## src/core/cmc_pkg.sv

```systemverilog
// Constants shared by the channel main control block.
`default_nettype none
package cmc_pkg;
    // ========================================================================
    // Register map
    // ========================================================================
    localparam logic [7:0] CMC_CTRL_OFFSET = 8'h0C;
    localparam logic [15:0] CMC_CTRL_RESET = 16'h0000;
    // ========================================================================
    // Field positions of the main control register
    // ========================================================================
    localparam int CMC_BIT_IMM_UPDATE = 15;
    localparam int CMC_BIT_GAIN_HOLD = 14;
    localparam int CMC_BIT_DELAY_SEL = 13;
    localparam int CMC_BIT_COEF_HOLD = 12;
    localparam int CMC_BIT_INT_TX_GATE = 11;
    localparam int CMC_AE_THR_MSB = 10;
    localparam int CMC_AE_THR_LSB = 8;
    localparam int CMC_BIT_COMPLEX_OUT = 7;
    localparam int CMC_BIT_ONLINE = 6;
    localparam int CMC_BIT_INPUT_EN = 5;
    localparam int CMC_BIT_OUTPUT_EN = 4;
    localparam int CMC_BIT_SIB_FREE = 3;
    localparam int CMC_BIT_NO_TX_FLUSH = 2;
    localparam int CMC_BIT_NO_OVF_RESET = 1;
    localparam int CMC_BIT_SW_TX = 0;
    // ========================================================================
    // Timing counts
    // ========================================================================
    localparam int CMC_IMM_SYNC_CLKS = 4;
    localparam int CMC_RAM_FLUSH_CLKS = 16;
    localparam int CMC_OFFLINE_FLUSH_SAMPLES = 24;
endpackage : cmc_pkg
`default_nettype wire

```

## src/core/cmc_route_if.sv

```systemverilog
// Control bits passed from the control register to the output router.
`default_nettype none
interface cmc_route_if;
    logic complex_en;
    logic out_en;
    modport ctrl (output complex_en, output out_en);
    modport route (input complex_en, input out_en);
endinterface : cmc_route_if
`default_nettype wire

```

## src/core/cmc_flush_timer.sv

```systemverilog
// Down counter that times one flush and pulses when it finishes.
`default_nettype none
module cmc_flush_timer #(
    parameter int STEPS = 16
) (
    input wire logic clk_in,
    input wire logic nrst_in,
    input wire logic start_in,
    input wire logic abort_in,
    input wire logic step_in,
    output logic busy_out,
    output logic done_out
);
    localparam int CW = $clog2(STEPS + 1);
    localparam logic [CW-1:0] LOAD = CW'(STEPS);
    logic [CW-1:0] count_reg;

    // ========================================================================
    // Counter
    // ========================================================================
    // A new start reloads the full count, so a retrigger extends the flush.
    always_ff @(posedge clk_in or negedge nrst_in)
    begin
        if (!nrst_in)
            count_reg <= '0;
        else if (abort_in)
            count_reg <= '0;
        else if (start_in)
            count_reg <= LOAD;
        else if (step_in && count_reg != '0)
            count_reg <= count_reg - CW'(1);
    end

    // The done pulse marks the step that empties the counter.
    always_ff @(posedge clk_in or negedge nrst_in)
    begin
        if (!nrst_in)
            done_out <= 1'b0;
        else
            done_out <= !abort_in && !start_in && step_in && count_reg == CW'(1);
    end

    assign busy_out = (count_reg != '0);
endmodule : cmc_flush_timer
`default_nettype wire

```

## src/core/cmc_out_route.sv

```systemverilog
// Output selection and output enable of one channel.
`default_nettype none
module cmc_out_route #(
    parameter int DW = 20,
    parameter int CHANNEL_ID = 0
) (
    input wire logic clk_in,
    input wire logic nrst_in,
    cmc_route_if.route ctl,
    input wire logic four_ch_real_mode_in,
    input wire logic [DW-1:0] real_sum_two_in,
    input wire logic [DW-1:0] imag_sum_one_in,
    input wire logic [DW-1:0] real_sum_four_in,
    input wire logic [DW-1:0] imag_sum_three_in,
    input wire logic [DW-1:0] own_sum_in,
    output logic [DW-1:0] data_out
);
    logic [DW-1:0] pick;

    // ========================================================================
    // Source selection
    // ========================================================================
    // Only channels 0 and 2 own a swap; channels 1 and 3 ignore complex mode.
    always_comb
    begin
        pick = own_sum_in;
        if (CHANNEL_ID == 0)
            pick = (ctl.complex_en && four_ch_real_mode_in) ? imag_sum_one_in
                                                             : real_sum_two_in;
        else if (CHANNEL_ID == 2)
            pick = (ctl.complex_en && four_ch_real_mode_in) ? imag_sum_three_in
                                                             : real_sum_four_in;
    end

    // Disabled output is forced to zero rather than held.
    always_ff @(posedge clk_in or negedge nrst_in)
    begin
        if (!nrst_in)
            data_out <= '0;
        else
            data_out <= ctl.out_en ? pick : '0;
    end
endmodule : cmc_out_route
`default_nettype wire

```

## src/core/cmc_main_ctrl.sv

```systemverilog
// Per-channel main control register and the channel controls it drives.
`default_nettype none
module cmc_main_ctrl #(
    parameter int NREG = 8,
    parameter int CW = 16,
    parameter int DW = 20,
    parameter int FW = 4,
    parameter int GAW = 7,
    parameter int GW = 12,
    parameter int CHANNEL_ID = 0
) (
    input wire logic clk_in,
    input wire logic nrst_in,
    input wire logic host_wr_in,
    input wire logic host_rd_in,
    input wire logic [7:0] host_addr_in,
    input wire logic [15:0] host_wdata_in,
    output logic [15:0] host_rdata_out,
    input wire logic [NREG-1:0] cfg_write_in,
    input wire logic [NREG-1:0][CW-1:0] cfg_master_in,
    input wire logic [NREG-1:0] update_mask_in,
    output logic [NREG-1:0][CW-1:0] cfg_slave_out,
    input wire logic ext_tx_gate_pin_in,
    input wire logic hw_update_pin_in,
    input wire logic int_tx_gate_in,
    output logic channel_transmit_gate_out,
    input wire logic [GAW-1:0] ramp_addr_in,
    input wire logic [GW-1:0] ramp_gain_in,
    output logic [GAW-1:0] gain_addr_out,
    output logic [GW-1:0] gain_value_out,
    output logic gain_host_access_out,
    output logic coef_host_access_out,
    input wire logic coarse_half_strobe_in,
    input wire logic [DW-1:0] fir_i_in,
    input wire logic [DW-1:0] fir_q_in,
    output logic [DW-1:0] fir_i_out,
    output logic [DW-1:0] fir_q_out,
    input wire logic [FW-1:0] i_fifo_level_in,
    input wire logic [FW-1:0] q_fifo_level_in,
    output logic i_almost_empty_out,
    output logic q_almost_empty_out,
    input wire logic sample_strobe_in,
    output logic fifo_rd_zero_out,
    output logic channel_flushed_flag_out,
    output logic serial_input_block_run_out,
    output logic channel_flush_out,
    output logic ram_flush_busy_out,
    input wire logic parallel_mode_in,
    input wire logic fifo_overflow_in,
    output logic channel_reset_out,
    output logic serial_req_allow_out,
    input wire logic four_ch_real_mode_in,
    input wire logic [DW-1:0] real_sum_two_in,
    input wire logic [DW-1:0] imag_sum_one_in,
    input wire logic [DW-1:0] real_sum_four_in,
    input wire logic [DW-1:0] imag_sum_three_in,
    input wire logic [DW-1:0] own_sum_in,
    output logic [DW-1:0] data_out
);
    localparam int PD = cmc_pkg::CMC_IMM_SYNC_CLKS - 1;

    logic [15:0] ctrl_reg;
    logic ctrl_hit;
    logic [1:0] ext_gate_sync_reg;
    logic [1:0] upd_sync_reg;
    logic gate_prev_reg;
    logic sw_tx_prev_reg;
    logic online_prev_reg;
    logic [NREG-1:0] imm_pipe_reg [PD];
    logic sel_gate;
    logic hw_update;
    logic gate_rise;
    logic sw_rise;
    logic sync_update;
    logic [2:0] ae_thr;
    logic [DW-1:0] i_half_reg;
    logic [DW-1:0] q_half_reg;
    logic offline_done;

    // ========================================================================
    // Control register
    // ========================================================================
    assign ctrl_hit = (host_addr_in == cmc_pkg::CMC_CTRL_OFFSET);

    // Host writes land whole; no field has a side effect on write itself.
    always_ff @(posedge clk_in or negedge nrst_in)
    begin
        if (!nrst_in)
            ctrl_reg <= cmc_pkg::CMC_CTRL_RESET;
        else if (host_wr_in && ctrl_hit)
            ctrl_reg <= host_wdata_in;
    end

    // Read data is registered; other addresses return zero.
    always_ff @(posedge clk_in or negedge nrst_in)
    begin
        if (!nrst_in)
            host_rdata_out <= 16'h0000;
        else if (host_rd_in)
            host_rdata_out <= ctrl_hit ? ctrl_reg : 16'h0000;
    end

    // ========================================================================
    // Pin synchronisers and transmit gate
    // ========================================================================
    always_ff @(posedge clk_in or negedge nrst_in)
    begin
        if (!nrst_in)
        begin
            ext_gate_sync_reg <= 2'h0;
            upd_sync_reg <= 2'h0;
        end
        else
        begin
            ext_gate_sync_reg <= {ext_gate_sync_reg[0], ext_tx_gate_pin_in};
            upd_sync_reg <= {upd_sync_reg[0], hw_update_pin_in};
        end
    end

    // Internal gate comes from the on-chip timing logic, already in this clock.
    assign sel_gate = ctrl_reg[cmc_pkg::CMC_BIT_INT_TX_GATE] ? int_tx_gate_in
                                                              : ext_gate_sync_reg[1];
    assign channel_transmit_gate_out = sel_gate && ctrl_reg[cmc_pkg::CMC_BIT_INPUT_EN];
    assign hw_update = upd_sync_reg[1] && ctrl_reg[cmc_pkg::CMC_BIT_INPUT_EN];

    // Edge history for gate, software enable and online bit.
    always_ff @(posedge clk_in or negedge nrst_in)
    begin
        if (!nrst_in)
        begin
            gate_prev_reg <= 1'b0;
            sw_tx_prev_reg <= 1'b0;
            online_prev_reg <= 1'b1;
        end
        else
        begin
            gate_prev_reg <= channel_transmit_gate_out;
            sw_tx_prev_reg <= ctrl_reg[cmc_pkg::CMC_BIT_SW_TX];
            online_prev_reg <= ctrl_reg[cmc_pkg::CMC_BIT_ONLINE];
        end
    end

    assign gate_rise = channel_transmit_gate_out && !gate_prev_reg;
    assign sw_rise = ctrl_reg[cmc_pkg::CMC_BIT_SW_TX] && !sw_tx_prev_reg;

    // ========================================================================
    // Slave configuration registers
    // ========================================================================
    // Immediate writes are delayed so the slave never loads mid-sample.
    always_ff @(posedge clk_in or negedge nrst_in)
    begin
        if (!nrst_in)
        begin
            for (int s = 0; s < PD; s++)
                imm_pipe_reg[s] <= '0;
        end
        else
        begin
            imm_pipe_reg[0] <= ctrl_reg[cmc_pkg::CMC_BIT_IMM_UPDATE] ? cfg_write_in : '0;
            for (int s = 1; s < PD; s++)
                imm_pipe_reg[s] <= imm_pipe_reg[s-1];
        end
    end

    assign sync_update = !ctrl_reg[cmc_pkg::CMC_BIT_IMM_UPDATE] && (hw_update || sw_rise);

    // A masked synchronous load and a delayed immediate load share one copy path.
    always_ff @(posedge clk_in or negedge nrst_in)
    begin
        if (!nrst_in)
            cfg_slave_out <= '0;
        else
        begin
            for (int r = 0; r < NREG; r++)
                if ((sync_update && update_mask_in[r]) || imm_pipe_reg[PD-1][r])
                    cfg_slave_out[r] <= cfg_master_in[r];
        end
    end

    // ========================================================================
    // Gain profile and coefficient access
    // ========================================================================
    // While held the last ramp point stays on the output for the host to reload.
    always_ff @(posedge clk_in or negedge nrst_in)
    begin
        if (!nrst_in)
        begin
            gain_addr_out <= '0;
            gain_value_out <= '0;
        end
        else if (!ctrl_reg[cmc_pkg::CMC_BIT_GAIN_HOLD])
        begin
            gain_addr_out <= ramp_addr_in;
            gain_value_out <= ramp_gain_in;
        end
    end

    assign gain_host_access_out = ctrl_reg[cmc_pkg::CMC_BIT_GAIN_HOLD];
    assign coef_host_access_out = ctrl_reg[cmc_pkg::CMC_BIT_COEF_HOLD];

    // ========================================================================
    // Half coarse sample delay after the FIR
    // ========================================================================
    // The strobe ticks at twice the coarse rate, so one stage is half a sample.
    always_ff @(posedge clk_in or negedge nrst_in)
    begin
        if (!nrst_in)
        begin
            i_half_reg <= '0;
            q_half_reg <= '0;
        end
        else if (coarse_half_strobe_in)
        begin
            i_half_reg <= fir_i_in;
            q_half_reg <= fir_q_in;
        end
    end

    assign fir_i_out = ctrl_reg[cmc_pkg::CMC_BIT_DELAY_SEL] ? i_half_reg : fir_i_in;
    assign fir_q_out = ctrl_reg[cmc_pkg::CMC_BIT_DELAY_SEL] ? q_half_reg : fir_q_in;

    // ========================================================================
    // FIFO almost empty
    // ========================================================================
    // The threshold is programmed as count minus one, so the flag covers equality.
    assign ae_thr = ctrl_reg[cmc_pkg::CMC_AE_THR_MSB:cmc_pkg::CMC_AE_THR_LSB];
    assign i_almost_empty_out = i_fifo_level_in <= FW'(ae_thr);
    assign q_almost_empty_out = q_fifo_level_in <= FW'(ae_thr);

    // ========================================================================
    // Online and offline flushing
    // ========================================================================
    assign fifo_rd_zero_out = !ctrl_reg[cmc_pkg::CMC_BIT_ONLINE];

    cmc_flush_timer #(.STEPS(cmc_pkg::CMC_OFFLINE_FLUSH_SAMPLES)) u_offline_timer (
        .clk_in(clk_in),
        .nrst_in(nrst_in),
        .start_in(fifo_rd_zero_out && online_prev_reg),
        .abort_in(!fifo_rd_zero_out),
        .step_in(sample_strobe_in),
        .busy_out(),
        .done_out(offline_done)
    );

    // Completion holds until the channel goes back online.
    always_ff @(posedge clk_in or negedge nrst_in)
    begin
        if (!nrst_in)
            channel_flushed_flag_out <= 1'b0;
        else if (offline_done)
            channel_flushed_flag_out <= 1'b1;
        else if (!fifo_rd_zero_out)
            channel_flushed_flag_out <= 1'b0;
    end

    // ========================================================================
    // Gate and software driven flushes, serial block and overflow reset
    // ========================================================================
    // With gating off the serial block runs on, so the source must send zeros.
    assign serial_input_block_run_out = ctrl_reg[cmc_pkg::CMC_BIT_SIB_FREE]
                                        || channel_transmit_gate_out;
    assign serial_req_allow_out = ctrl_reg[cmc_pkg::CMC_BIT_SW_TX];

    cmc_flush_timer #(.STEPS(cmc_pkg::CMC_RAM_FLUSH_CLKS)) u_ram_timer (
        .clk_in(clk_in),
        .nrst_in(nrst_in),
        .start_in(sw_rise),
        .abort_in(1'b0),
        .step_in(1'b1),
        .busy_out(ram_flush_busy_out),
        .done_out()
    );

    // The flush is a one-cycle pulse; the reset stays high while the overflow lasts. Both are registered.
    always_ff @(posedge clk_in or negedge nrst_in)
    begin
        if (!nrst_in)
        begin
            channel_flush_out <= 1'b0;
            channel_reset_out <= 1'b0;
        end
        else
        begin
            channel_flush_out <= gate_rise && !ctrl_reg[cmc_pkg::CMC_BIT_NO_TX_FLUSH];
            channel_reset_out <= parallel_mode_in && fifo_overflow_in
                                 && !ctrl_reg[cmc_pkg::CMC_BIT_NO_OVF_RESET];
        end
    end

    // ========================================================================
    // Output routing
    // ========================================================================
    cmc_route_if rif ();
    assign rif.complex_en = ctrl_reg[cmc_pkg::CMC_BIT_COMPLEX_OUT];
    assign rif.out_en = ctrl_reg[cmc_pkg::CMC_BIT_OUTPUT_EN];

    cmc_out_route #(.DW(DW), .CHANNEL_ID(CHANNEL_ID)) u_route (
        .clk_in(clk_in),
        .nrst_in(nrst_in),
        .ctl(rif.route),
        .four_ch_real_mode_in(four_ch_real_mode_in),
        .real_sum_two_in(real_sum_two_in),
        .imag_sum_one_in(imag_sum_one_in),
        .real_sum_four_in(real_sum_four_in),
        .imag_sum_three_in(imag_sum_three_in),
        .own_sum_in(own_sum_in),
        .data_out(data_out)
    );
endmodule : cmc_main_ctrl
`default_nettype wire

```

## config.mk

```make
export PLATFORM = sky130hd
export DESIGN_NAME = cmc_main_ctrl
export DESIGN_NICKNAME = d
export VERILOG_FILES = /design/src/core/cmc_pkg.sv /design/src/core/cmc_route_if.sv /design/src/core/cmc_flush_timer.sv /design/src/core/cmc_out_route.sv /design/src/core/cmc_main_ctrl.sv
export SDC_FILE = /design/constraint.sdc
export NUM_CORES = 1
export LEC_CHECK = 0
export BUFFER_PORTS_ARGS = -buffer_cell sky130_fd_sc_hd__buf_2
export CAP_MARGIN = 20
export CORE_AREA = 2 2 227 229
export CTS_CLUSTER_SIZE = 28
export DETAILED_ROUTE_END_ITERATION = 8
export DIE_AREA = 0 0 229 231
export GPL_ROUTABILITY_DRIVEN = 0
export MAX_ROUTING_LAYER = met4
export SYNTH_ARGS = -nofsm -noshare
export SYNTH_HDL_FRONTEND = slang
export SYNTH_SLANG_ARGS = --single-unit
```

## constraint.sdc

```tcl
create_clock -name clk_in -period 2.9 [get_ports clk_in]
set_input_delay 0.145 -clock clk_in [delete_from_list [all_inputs] [get_ports clk_in]]
set_output_delay 0.145 -clock clk_in [all_outputs]
set_load 0.03 [all_outputs]
```

* After elaboration in Yosys (flattened, before gate mapping) *
Index checks and enable logic that the tools add are counted.

word-level totals
  input port bits = 347
  memories = 0
  output and inout bits = 235
  logic and storage cells = 94
  memory bits (read-only) = 0
  bits in writable memories = 0
  register bits after elaboration = 284
  bits in latches = 0

operators by class
  shifts and indexed selects = 0
  $lt $le $gt $ge = 2
  $mul = 0
  bitwise logic cells = 0
  reduce and logical (&&, ||, !) cells = 45
  muxes and demuxes = 14
  divide/modulo/power cells = 0
  $add $sub $neg = 2
  eq/ne operators = 2

operator list
  operator                                                            number
  20-bit two-way mux                                                  4
  5-bit two-way mux                                                   5
  1-bit logical AND                                                   23
  16-bit two-way mux                                                  1
  1-bit logical OR                                                    10
  5-bit nonzero test                                                  2
  5-bit by 1-bit subtractor with 5-bit output, second input constant  2
  8-bit by 4-bit == test with 1-bit output, second input constant     1
  4-bit by 3-bit less-or-equal comparator with 1-bit output           2
  8-bit two-way mux                                                   1
  1-bit zero test                                                     7
  5-bit by 1-bit == test with 1-bit output, second input constant     1
  2-bit nonzero test                                                  2
  1-bit two-way mux                                                   3
  3-bit nonzero test                                                  1

* Depth between registers and ports, before layout *
Gate-level depths: netlist (run 1).

  depth in word-level cells = 6
  gate-level depth with buffers = 6
  gate-level depth less buffers = 6

* Cells and area by module *
Synthesis (run 1) repeated with hierarchy kept, for this count alone.

unflattened totals
  cells, all modules = 786
  area, all modules = 11905.2 sq um

by module, submodules not included
  module                              instances  area each (sq um)  cells an instance  seq. area each (sq um)
  cmc_main_ctrl                       1          10273.6            627                6332.3
  cmc_out_route                       1          964.7              91                 500.5
  cmc_flush_timer at u_ram_timer      1          335.3              35                 150.1
  cmc_flush_timer at u_offline_timer  1          331.6              33                 150.1

* Worst setup path before layout (run 1) *
No wires, ideal clock.

  kind = register to register
  start = register ctrl_reg[0]
  end = register cfg_slave_out[101] in the netlist's numbering
  slack = 1.005 ns
  cell stages (with the launch flop) = 6
  library setup time = 0.125 ns
  arrival time = 1.770 ns
  buffers on the path = 1
  data required time = 2.775 ns
  clock period less this slack = 1.895 ns
  path through = dfrtp_1 nand2b_1 a21oi_4 a21oi_4 buf_6 mux2_2

on the way
  word-level cells in the longest chain between the ends = 5

RTL lines
  item                           RTL line              text
  start, declared                cmc_main_ctrl.sv:62   logic [15:0] ctrl_reg;
  start signal, assigned         cmc_main_ctrl.sv:89   ctrl_reg <= cmc_pkg::CMC_CTRL_RESET;
  start signal, assigned         cmc_main_ctrl.sv:91   ctrl_reg <= host_wdata_in;
  1-bit logical AND              cmc_main_ctrl.sv:144  assign sw_rise = ctrl_reg[cmc_pkg::CMC_BIT_SW_TX] && !sw_tx_prev_reg;
  1-bit logical OR               cmc_main_ctrl.sv:165  assign sync_update = !ctrl_reg[cmc_pkg::CMC_BIT_IMM_UPDATE] && (hw_update || sw_rise);
  1-bit logical AND              cmc_main_ctrl.sv:165
  1-bit logical AND              cmc_main_ctrl.sv:175  if ((sync_update && update_mask_in[r]) || imm_pipe_reg[PD-1][r])
  1-bit logical OR               cmc_main_ctrl.sv:175
  end signal, assigned by index  cmc_main_ctrl.sv:176  cfg_slave_out[r] <= cfg_master_in[r];
  end, declared                  cmc_main_ctrl.sv:22   output logic [NREG-1:0][CW-1:0] cfg_slave_out,

No other way between the ends.
A chain may end at the register's enable or synchronous reset.

* Worst setup path after layout (run 1) *
  start = register u_ram_timer.count_reg[0]
  end = output port ram_flush_busy_out

on the way
  word-level cells in the longest chain between the ends = 1

RTL lines
  item                    RTL line               text
  start, declared         cmc_flush_timer.sv:16  logic [CW-1:0] count_reg;
  start signal, assigned  cmc_flush_timer.sv:31  count_reg <= count_reg - CW'(1);
  5-bit nonzero test      cmc_flush_timer.sv:43  assign busy_out = (count_reg != '0);
  end, declared           cmc_main_ctrl.sv:47    output logic ram_flush_busy_out,

No other way between the ends.

==> summary.txt, run 1 <==
first-pass GRT wire length: 53200 um
Syn Area/Cell: 14.7 um^2
Num CTS Buffers: 31
Critical Path AT: 2.21 ns
slowest stage delay, CP: 0.54 ns
part of the cycle the worst path needs: 0.813
Warnings, synthesis: 0
#FFs+latches synth: 284
most frequent CP cell: inv_1
FMAX: 424 MHz
fin. max-slew vios: 0
maximum VDD drop: 0.000392 V
drt initial violations: 327
vias: 9117
clock slew at reported path FFs: 0.06 ns
RSZ-0062 raised after global routing: no
initial core utilization: 0.223
clk_skew: 0.00630 ns
cell chain of the critical path: inv_1 -> ha_1 -> nor4b_1 -> inv_1 -> buf_2
Routed WL: 34000 um
CTS tree: done
chip height: 231 um
die width: 229 um
Final Hold Viols: 0
most common cell after layout, fill and taps aside: buf_2
setup TNS: 0 ns
Slew HR: 0.292
vias in the first global route: 10000
Vias/cell: 4.03
clock tree buffer depth: 3
syn nets: 1126
worst setup path class: reg -> out
DP HPWL: 23000 um
die area: 52900 um^2
clk_lat worst skew: 0.56 ns
CP max FO: 4
post-CTS setup buffer count: 0
core area: 50700 um^2
DRC errors left: 0
# resized after CTS: 0
post-synthesis sequential area ratio: 0.628
CTS Sinks: 284
initial antenna violation count: 1
Global Route Usage Sum: 0.128
IO Pins: 582
Pre-antenna DRT Iters: 7
H-tree Lvls: 1
CP required: 2.76 ns
maxcap violations: 0
status: complete, no violations
# port buffers: 521
fin nets: 1916
share of cells above drive strength 1: 0.532
slowest cell on the critical path: nor4b_1
largest net degree at the start of global routing: 83
total power: 14.6 mW
HP Class: in -> reg
Syn Inst Count: 770
Largest register FFs: 128
grt total ovfl: 0
Area Overhead vs Synth: 62.3%
Worst Tran Pin Value: 1.06 ns
Routed WL per cell: 15.0 um
Cell Rows: 83
Cell Pwr Density: 792 nW/um^2
mapped cell area: 11300 um^2
Clk Tree Root Cell: clkbuf_16
Final ANT Viol Nets: 0
fin crit period: 2.36 ns
Pleak: 9.04 nW
Final Setup Violations: 0
CP Launch Type: flip-flop
most frequent cells in the layout: buf_2, dfrtp_1, dlygate4sd3_1
Netlist cell types: 35
crit end category: output port
-- synthesized netlist by cell type --
cell type	count	area [um^2]
buf_6	10	113
a2111oi_0	1	8.76
o21ai_0	2	10.0
or3_1	1	6.26
nand3_1	3	15.0
a21o_1	1	7.51
nor4_2	1	12.5
a211oi_1	1	7.51
o31ai_1	1	7.51
nand2_1	64	240
a21oi_4	9	146
and2_1	9	56.3
nor2_1	12	45.0
ha_1	9	113
nand2b_1	4	25.0
nand4_2	1	12.5
nor2b_1	3	18.8
dfstp_2	1	26.3
buf_1	3	11.3
xnor2_1	1	8.76
nor3_1	8	40.0
clkbuf_1	20	75.1
or2_2	1	6.26
mux2i_1	1	10.0
nor4b_1	1	8.76
dfrtp_1	283	7080
mux2_4	10	150
mux2_2	234	2640
a21oi_1	6	30.0
a21boi_0	21	158
and4_1	1	8.76
o22ai_1	16	100
or2_1	1	6.26
inv_1	29	109
o211ai_1	1	7.51
-- area by class of cell --
cell class / instances / area [um^2]
Fill cell: 4895 / 32300
Sequential cell: 284 / 7110
Antenna cell: 1 / 2.50
Clock buffer: 42 / 887
Clock inverter: 14 / 203
Inverter: 29 / 109
Tap cell: 680 / 851
Timing Repair Buffer: 790 / 5310
Multi-Input combinational cell: 424 / 3900
-- timing repair --
item,in CTS,in global routing
endpoints found under the setup margin,0,0
hold buffers,258,0
hold endpoints to repair,315,0
-- through the flow --
step / util / hold slack, ns / cell area, um^2 / setup WS, ns / std cells
3_5_place_dp: 0.290 / 0.204 / 14700 / 0.642 / 1949
4_1_cts: 0.362 / 0.0340 / 18400 / 0.468 / 2263
2_1_floorplan: - / -0.151 / 11300 / 1.01 / 770
6_report: 0.362 / 0.0887 / 18400 / 0.542 / 2264
5_1_grt: 0.362 / 0.0760 / 18400 / 0.315 / 2264
3_3_place_gp: 0.290 / 0.199 / 14700 / 0.731 / 1949
-- logic make-up after synthesis --
family,count (synthesis),share of synthesized area
flops,284,0.628
mux,245,0.247
simple gates,110,0.0443
buf+inv,62,0.0272
compound gates,59,0.0427
fa+ha+maj,9,0.00995
xor+xnor,1,0.000774
-- worst max-delay path, delay by kind of cell (launching register included) --
kind | cells | cell delay [ns]
buffers and inverters | 3 | 0.50
AND/OR/NAND/NOR | 1 | 0.54
adder cells (fa/ha/maj) | 1 | 0.22
flip-flops | 1 | 0.39
-- report_power, final --
part / switching [mW] / leakage, nW / internal (mW)
logic: 2.99 / 4.92 / 1.87
registers: 0.557 / 3.58 / 4.98
clock network: 1.59 / 0.544 / 2.57
total: 5.14 / 9.04 / 9.42
-- layer usage --
layer | routed length [um] | GRT usage
met2 | 17300 | 0.227
met4 | 1120 | 0.0455
met3 | 2430 | 0.0303
met5 | 0 | -
met1 | 13100 | 0.141
-- final timing paths --
kind,from,end,slack [ns],cells after the start
max reg2reg,ctrl_reg[7],u_route.data_out[15],0.76,4
min reg2reg,imm_pipe_reg[11],imm_pipe_reg[3],0.35,0
min,update_mask_in[4],cfg_slave_out[65],0.09,3
max,u_ram_timer.count_reg[0],ram_flush_busy_out,0.54,5
min in group asynchronous,nrst_in,cfg_slave_out[17],0.19,2
max in group asynchronous,nrst_in,cfg_slave_out[77],1.88,3
No activity file was read; power rests on OpenSTA's default activity.
==> run 2: changes to the inputs <==
==> constraint.sdc (replaced) <==
create_clock -name clk_in -period 2.4 [get_ports clk_in]
set_input_delay 0.12 -clock clk_in [delete_from_list [all_inputs] [get_ports clk_in]]
set_output_delay 0.12 -clock clk_in [all_outputs]
set_load 0.03 [all_outputs]
==> summary.txt, run 2 (synthesized netlist as in run 1, its figures left out) <==
Final Setup Violations: 0
core area: 50700 um^2
CP required: 2.28 ns
# port buffers: 521
CP Launch Type: flip-flop
Global Route Usage Sum: 0.130
clock slew at reported path FFs: 0.06 ns
drt initial violations: 239
fin crit period: 2.13 ns
Worst Tran Pin Value: 1.05 ns
Critical Path AT: 2.01 ns
DRC errors left: 0
worst setup path class: reg -> out
Largest register FFs: 128
largest net degree at the start of global routing: 73
RSZ-0062 raised after global routing: no
fin nets: 1925
switching part of the total: 0.361
Final Hold Viols: 0
Ant. Diodes: 0
FMAX: 471 MHz
Vias/cell: 4.04
chip height: 231 um
first-pass GRT wire length: 54000 um
Slew HR: 0.298
Routed WL: 34600 um
Flop pwr share: 0.388
post-CTS setup buffer count: 0
maximum VDD drop: 0.000460 V
H-tree Lvls: 1
maxcap violations: 0
initial core utilization: 0.223
Cell Rows: 83
vias in the first global route: 10200
clk_skew: 0.00818 ns
Pre-antenna DRT Iters: 4
CTS tree: done
Clock power frac: 0.270
Num CTS Buffers: 31
clock tree buffer depth: 3
DP HPWL: 23200 um
Routed WL per cell: 15.2 um
part of the cycle the worst path needs: 0.885
combinational share of power: 0.342
die width: 229 um
most frequent cells in the layout: buf_2, dfrtp_1, dlygate4sd3_1
Final ANT Viol Nets: 0
die area: 52900 um^2
clk_lat worst skew: 0.57 ns
CTS Sinks: 284
Clk Tree Root Cell: clkbuf_16
HP Class: in -> reg
Pleak: 9.04 nW
setup TNS: 0 ns
initial antenna violation count: 0
IO Pins: 582
total power: 17.2 mW
status: complete, no violations
most common cell after layout, fill and taps aside: buf_2
grt total ovfl: 0
vias: 9177
Area Overhead vs Synth: 62.3%
Cell Pwr Density: 939 nW/um^2
Internal Power: 11.0 mW
CP max FO: 22
fin. max-slew vios: 0
Psw: 6.23 mW
crit end category: output port
share of cells above drive strength 1: 0.530
## run 2: cell types whose count changed in the layout (fill, tap and decap cells not counted), sizes merged
cell         before  now
buf             532  538
bufinv            5    1
clkbuf           42   49
clkinv            8    6
clkinvlp          0    1
diode             1    0
dlygate4sd3     258  261
## run 2: repair_timing
action	4_1_cts	5_1_grt
gates resized for setup	1	0
setup endpoints to repair	1	0
hold buffers	261	0
hold endpoints to repair	480	0
## run 2: worst paths after layout
check	startpoint	end	slack [ns]	cells past startpoint
worst max-delay path	ctrl_reg[13]	fir_q_out[12]	0.27	3
worst min-delay path	update_mask_in[4]	cfg_slave_out[78]	0.06	3
worst max register to register	ctrl_reg[5]	cfg_slave_out[123]	0.30	4
worst min register to register	imm_pipe_reg[9]	imm_pipe_reg[1]	0.35	0
max in group asynchronous	nrst_in	cfg_slave_out[77]	1.51	3
min in group asynchronous	nrst_in	imm_pipe_reg[17]	0.09	2
## run 2: through the flow
stage,hold slack (ns),area [um^2],util,std cells,worst slack (ns)
2_1_floorplan,-0.176,11300,-,770,0.505
6_report,0.0590,18400,0.363,2274,0.275
3_3_place_gp,0.0900,14800,0.291,1955,0.177
5_1_grt,0.0528,18400,0.363,2274,0.0996
3_5_place_dp,0.103,14800,0.291,1955,0.169
4_1_cts,0.00752,18400,0.363,2274,0.142
## run 2: cell type report
type | instances | area, um^2
flip-flops and latches | 284 | 7110
repair buffers | 799 | 5400
well taps | 680 | 851
multi-input cells | 424 | 3910
fillers | 4866 | 32300
inverters | 29 | 109
clock buffers | 49 | 923
clock inverters | 9 | 76.3
## run 2: critical path: stages, from the launching register on
cell	delay, ns
dfrtp_2	0.63
buf_12	0.23
mux2_2	0.38
buf_2	0.19
## run 2: power by group through the flow
| stage | Clock (mW) | Sequential, mW | Combinational, mW |
|---|---|---|---|
| floorplan | 0 | 8.79 | 1.59 |
| global placement | 0 | 6.67 | 5.52 |
| detailed placement | 0 | 6.74 | 5.58 |
| CTS | 4.83 | 6.66 | 5.93 |
| global route | 5.00 | 6.85 | 6.26 |
| finish | 4.65 | 6.69 | 5.90 |
## run 2: per-layer routing
metal  wire, um  global-route usage  part of all wire
met3       2120              0.0266             0.061
met4       1370              0.0528             0.040
met5          0                   -                 0
met2      17800               0.233              0.51
met1      13300               0.140              0.39
==> run 3: changes to the inputs <==
--- a/config.mk
+++ b/config.mk
@@ -13,6 +13,8 @@
 export DIE_AREA = 0 0 229 231
 export GPL_ROUTABILITY_DRIVEN = 0
 export MAX_ROUTING_LAYER = met4
+export SETUP_SLACK_MARGIN = 0.3
+export SKIP_CTS_REPAIR_TIMING = 1
 export SYNTH_ARGS = -nofsm -noshare
 export SYNTH_HDL_FRONTEND = slang
 export SYNTH_SLANG_ARGS = --single-unit
==> summary.txt, run 3 (synthesized netlist as in run 1, its figures left out) <==
DRC errors left: 0
Vias/cell: 4.05
Worst Tran Pin Value: 1.03 ns
met1 Track Usage GR: 0.131
most common cell after layout, fill and taps aside: buf_2
HP Class: in -> reg
clk_skew: 0.00818 ns
largest net degree at the start of global routing: 73
share of cells above drive strength 1: 0.535
Core Util, Final: 0.365
CTS Sinks: 284
setup TNS: 0 ns
family with the most delay on the worst path: simple AND/OR/NAND/NOR gates
core area: 50700 um^2
Pre-antenna DRT Iters: 4
Clk Tree Root Cell: clkbuf_16
part of the cycle the worst path needs: 0.864
Final Setup Violations: 0
Cell Rows: 83
clk_lat worst skew: 0.57 ns
Slew HR: 0.314
fin nets: 1934
CTS tree: done
cell chain of the critical path: and2_1 -> nand2_1 -> a21boi_0 -> dlygate4sd3_1
drt initial violations: 296
CP required: 2.90 ns
maxcap violations: 0
Pleak: 9.08 nW
maximum VDD drop: 0.000464 V
chip height: 231 um
vias: 9236
FMAX: 482 MHz
Routed WL per cell: 15.4 um
Area Overhead vs Synth: 63.4%
worst setup path class: reg -> reg
met3 usage: 0.0241
most frequent cells in the layout: buf_2, dfrtp_1, dlygate4sd3_1
# port buffers: 521
grt total ovfl: 0
Ant. Diodes: 0
design area: 18500 um^2
placed cell area: 14800 um^2
slowest stage delay, CP: 0.62 ns
Final ANT Viol Nets: 0
crit end category: flip-flop
first-pass GRT wire length: 47000 um
Critical Path AT: 2.58 ns
Buf/Inv on CP: 1
GR Util met2: 0.200
initial antenna violation count: 0
Global Route Usage Sum: 0.114
clock slew at reported path FFs: 0.06 ns
die area: 52900 um^2
busiest grt layer: met2
die width: 229 um
fin. max-slew vios: 0
Final Hold Viols: 0
Largest register FFs: 128
Cell Pwr Density: 935 nW/um^2
vias in the first global route: 8598
DP HPWL: 23200 um
Num CTS Buffers: 31
Fillers: 4864
CP Launch Type: flip-flop
clock tree buffer depth: 3
slowest cell on the critical path: and2_1
status: complete, no violations
CP max FO: 20
IO Pins: 582
H-tree Lvls: 1
initial core utilization: 0.223
fin crit period: 2.07 ns
Routed WL: 35100 um
total power: 17.3 mW
RSZ-0062 raised after global routing: yes
## run 3: power by group
group	switching, mW	internal, mW	total (mW)	leakage [nW]
clock network	1.92	2.73	4.65	0.494
registers	0.676	6.02	6.69	3.58
logic	3.66	2.29	5.95	5.01
## run 3: cell type report
cell class | count | area [um^2] | share of cell area
sequential | 284 | 7110 | 0.385
timing repair buffer | 808 | 5490 | 0.297
multi-input combinational | 424 | 3940 | 0.213
clock buffer | 49 | 923 | 0.0499
tap | 680 | 851 | 0.0460
inverter | 29 | 109 | 0.00589
clock inverter | 9 | 76.3 | 0.00413
## run 3: path summary, 6_finish.rpt
| path | startpoint | slack [ns] | to | cells after the start |
|---|---|---|---|---|
| min in group asynchronous | nrst_in | 0.09 | cfg_slave_out[103] | 2 |
| setup reg to reg | ctrl_reg[7] | 0.33 | u_route.data_out[12] | 4 |
| setup / recovery | ctrl_reg[7] | 0.33 | u_route.data_out[12] | 4 |
| hold / removal | update_mask_in[4] | 0.06 | cfg_slave_out[78] | 3 |
| hold reg to reg | imm_pipe_reg[9] | 0.35 | imm_pipe_reg[1] | 0 |
| max in group asynchronous | nrst_in | 1.51 | gain_value_out[3] | 3 |
## run 3: per-stage QoR
step	hold WS, ns	setup WS, ns	cells
5_1_grt	0.0494	0.214	2283
2_1_floorplan	-0.176	0.505	770
3_3_place_gp	0.0900	0.177	1955
3_5_place_dp	0.103	0.169	1955
6_report	0.0607	0.325	2283
4_1_cts	-0.518	-0.0279	2013
## run 3: worst register-to-register path: stages, from the launching register on
cell	delay, ns
dfrtp_1	0.39
and2_1	0.62
nand2_1	0.18
a21boi_0	0.22
dlygate4sd3_1	0.59
## run 3: per-layer routing
layer | part of all wire | wire, um | up-vias
li1 | - | - | 4288
met1 | 0.38 | 13500 | 4528
met2 | 0.53 | 18500 | 353
met3 | 0.061 | 2130 | 67
met4 | 0.028 | 971 | 0
met5 | 0 | 0 | -
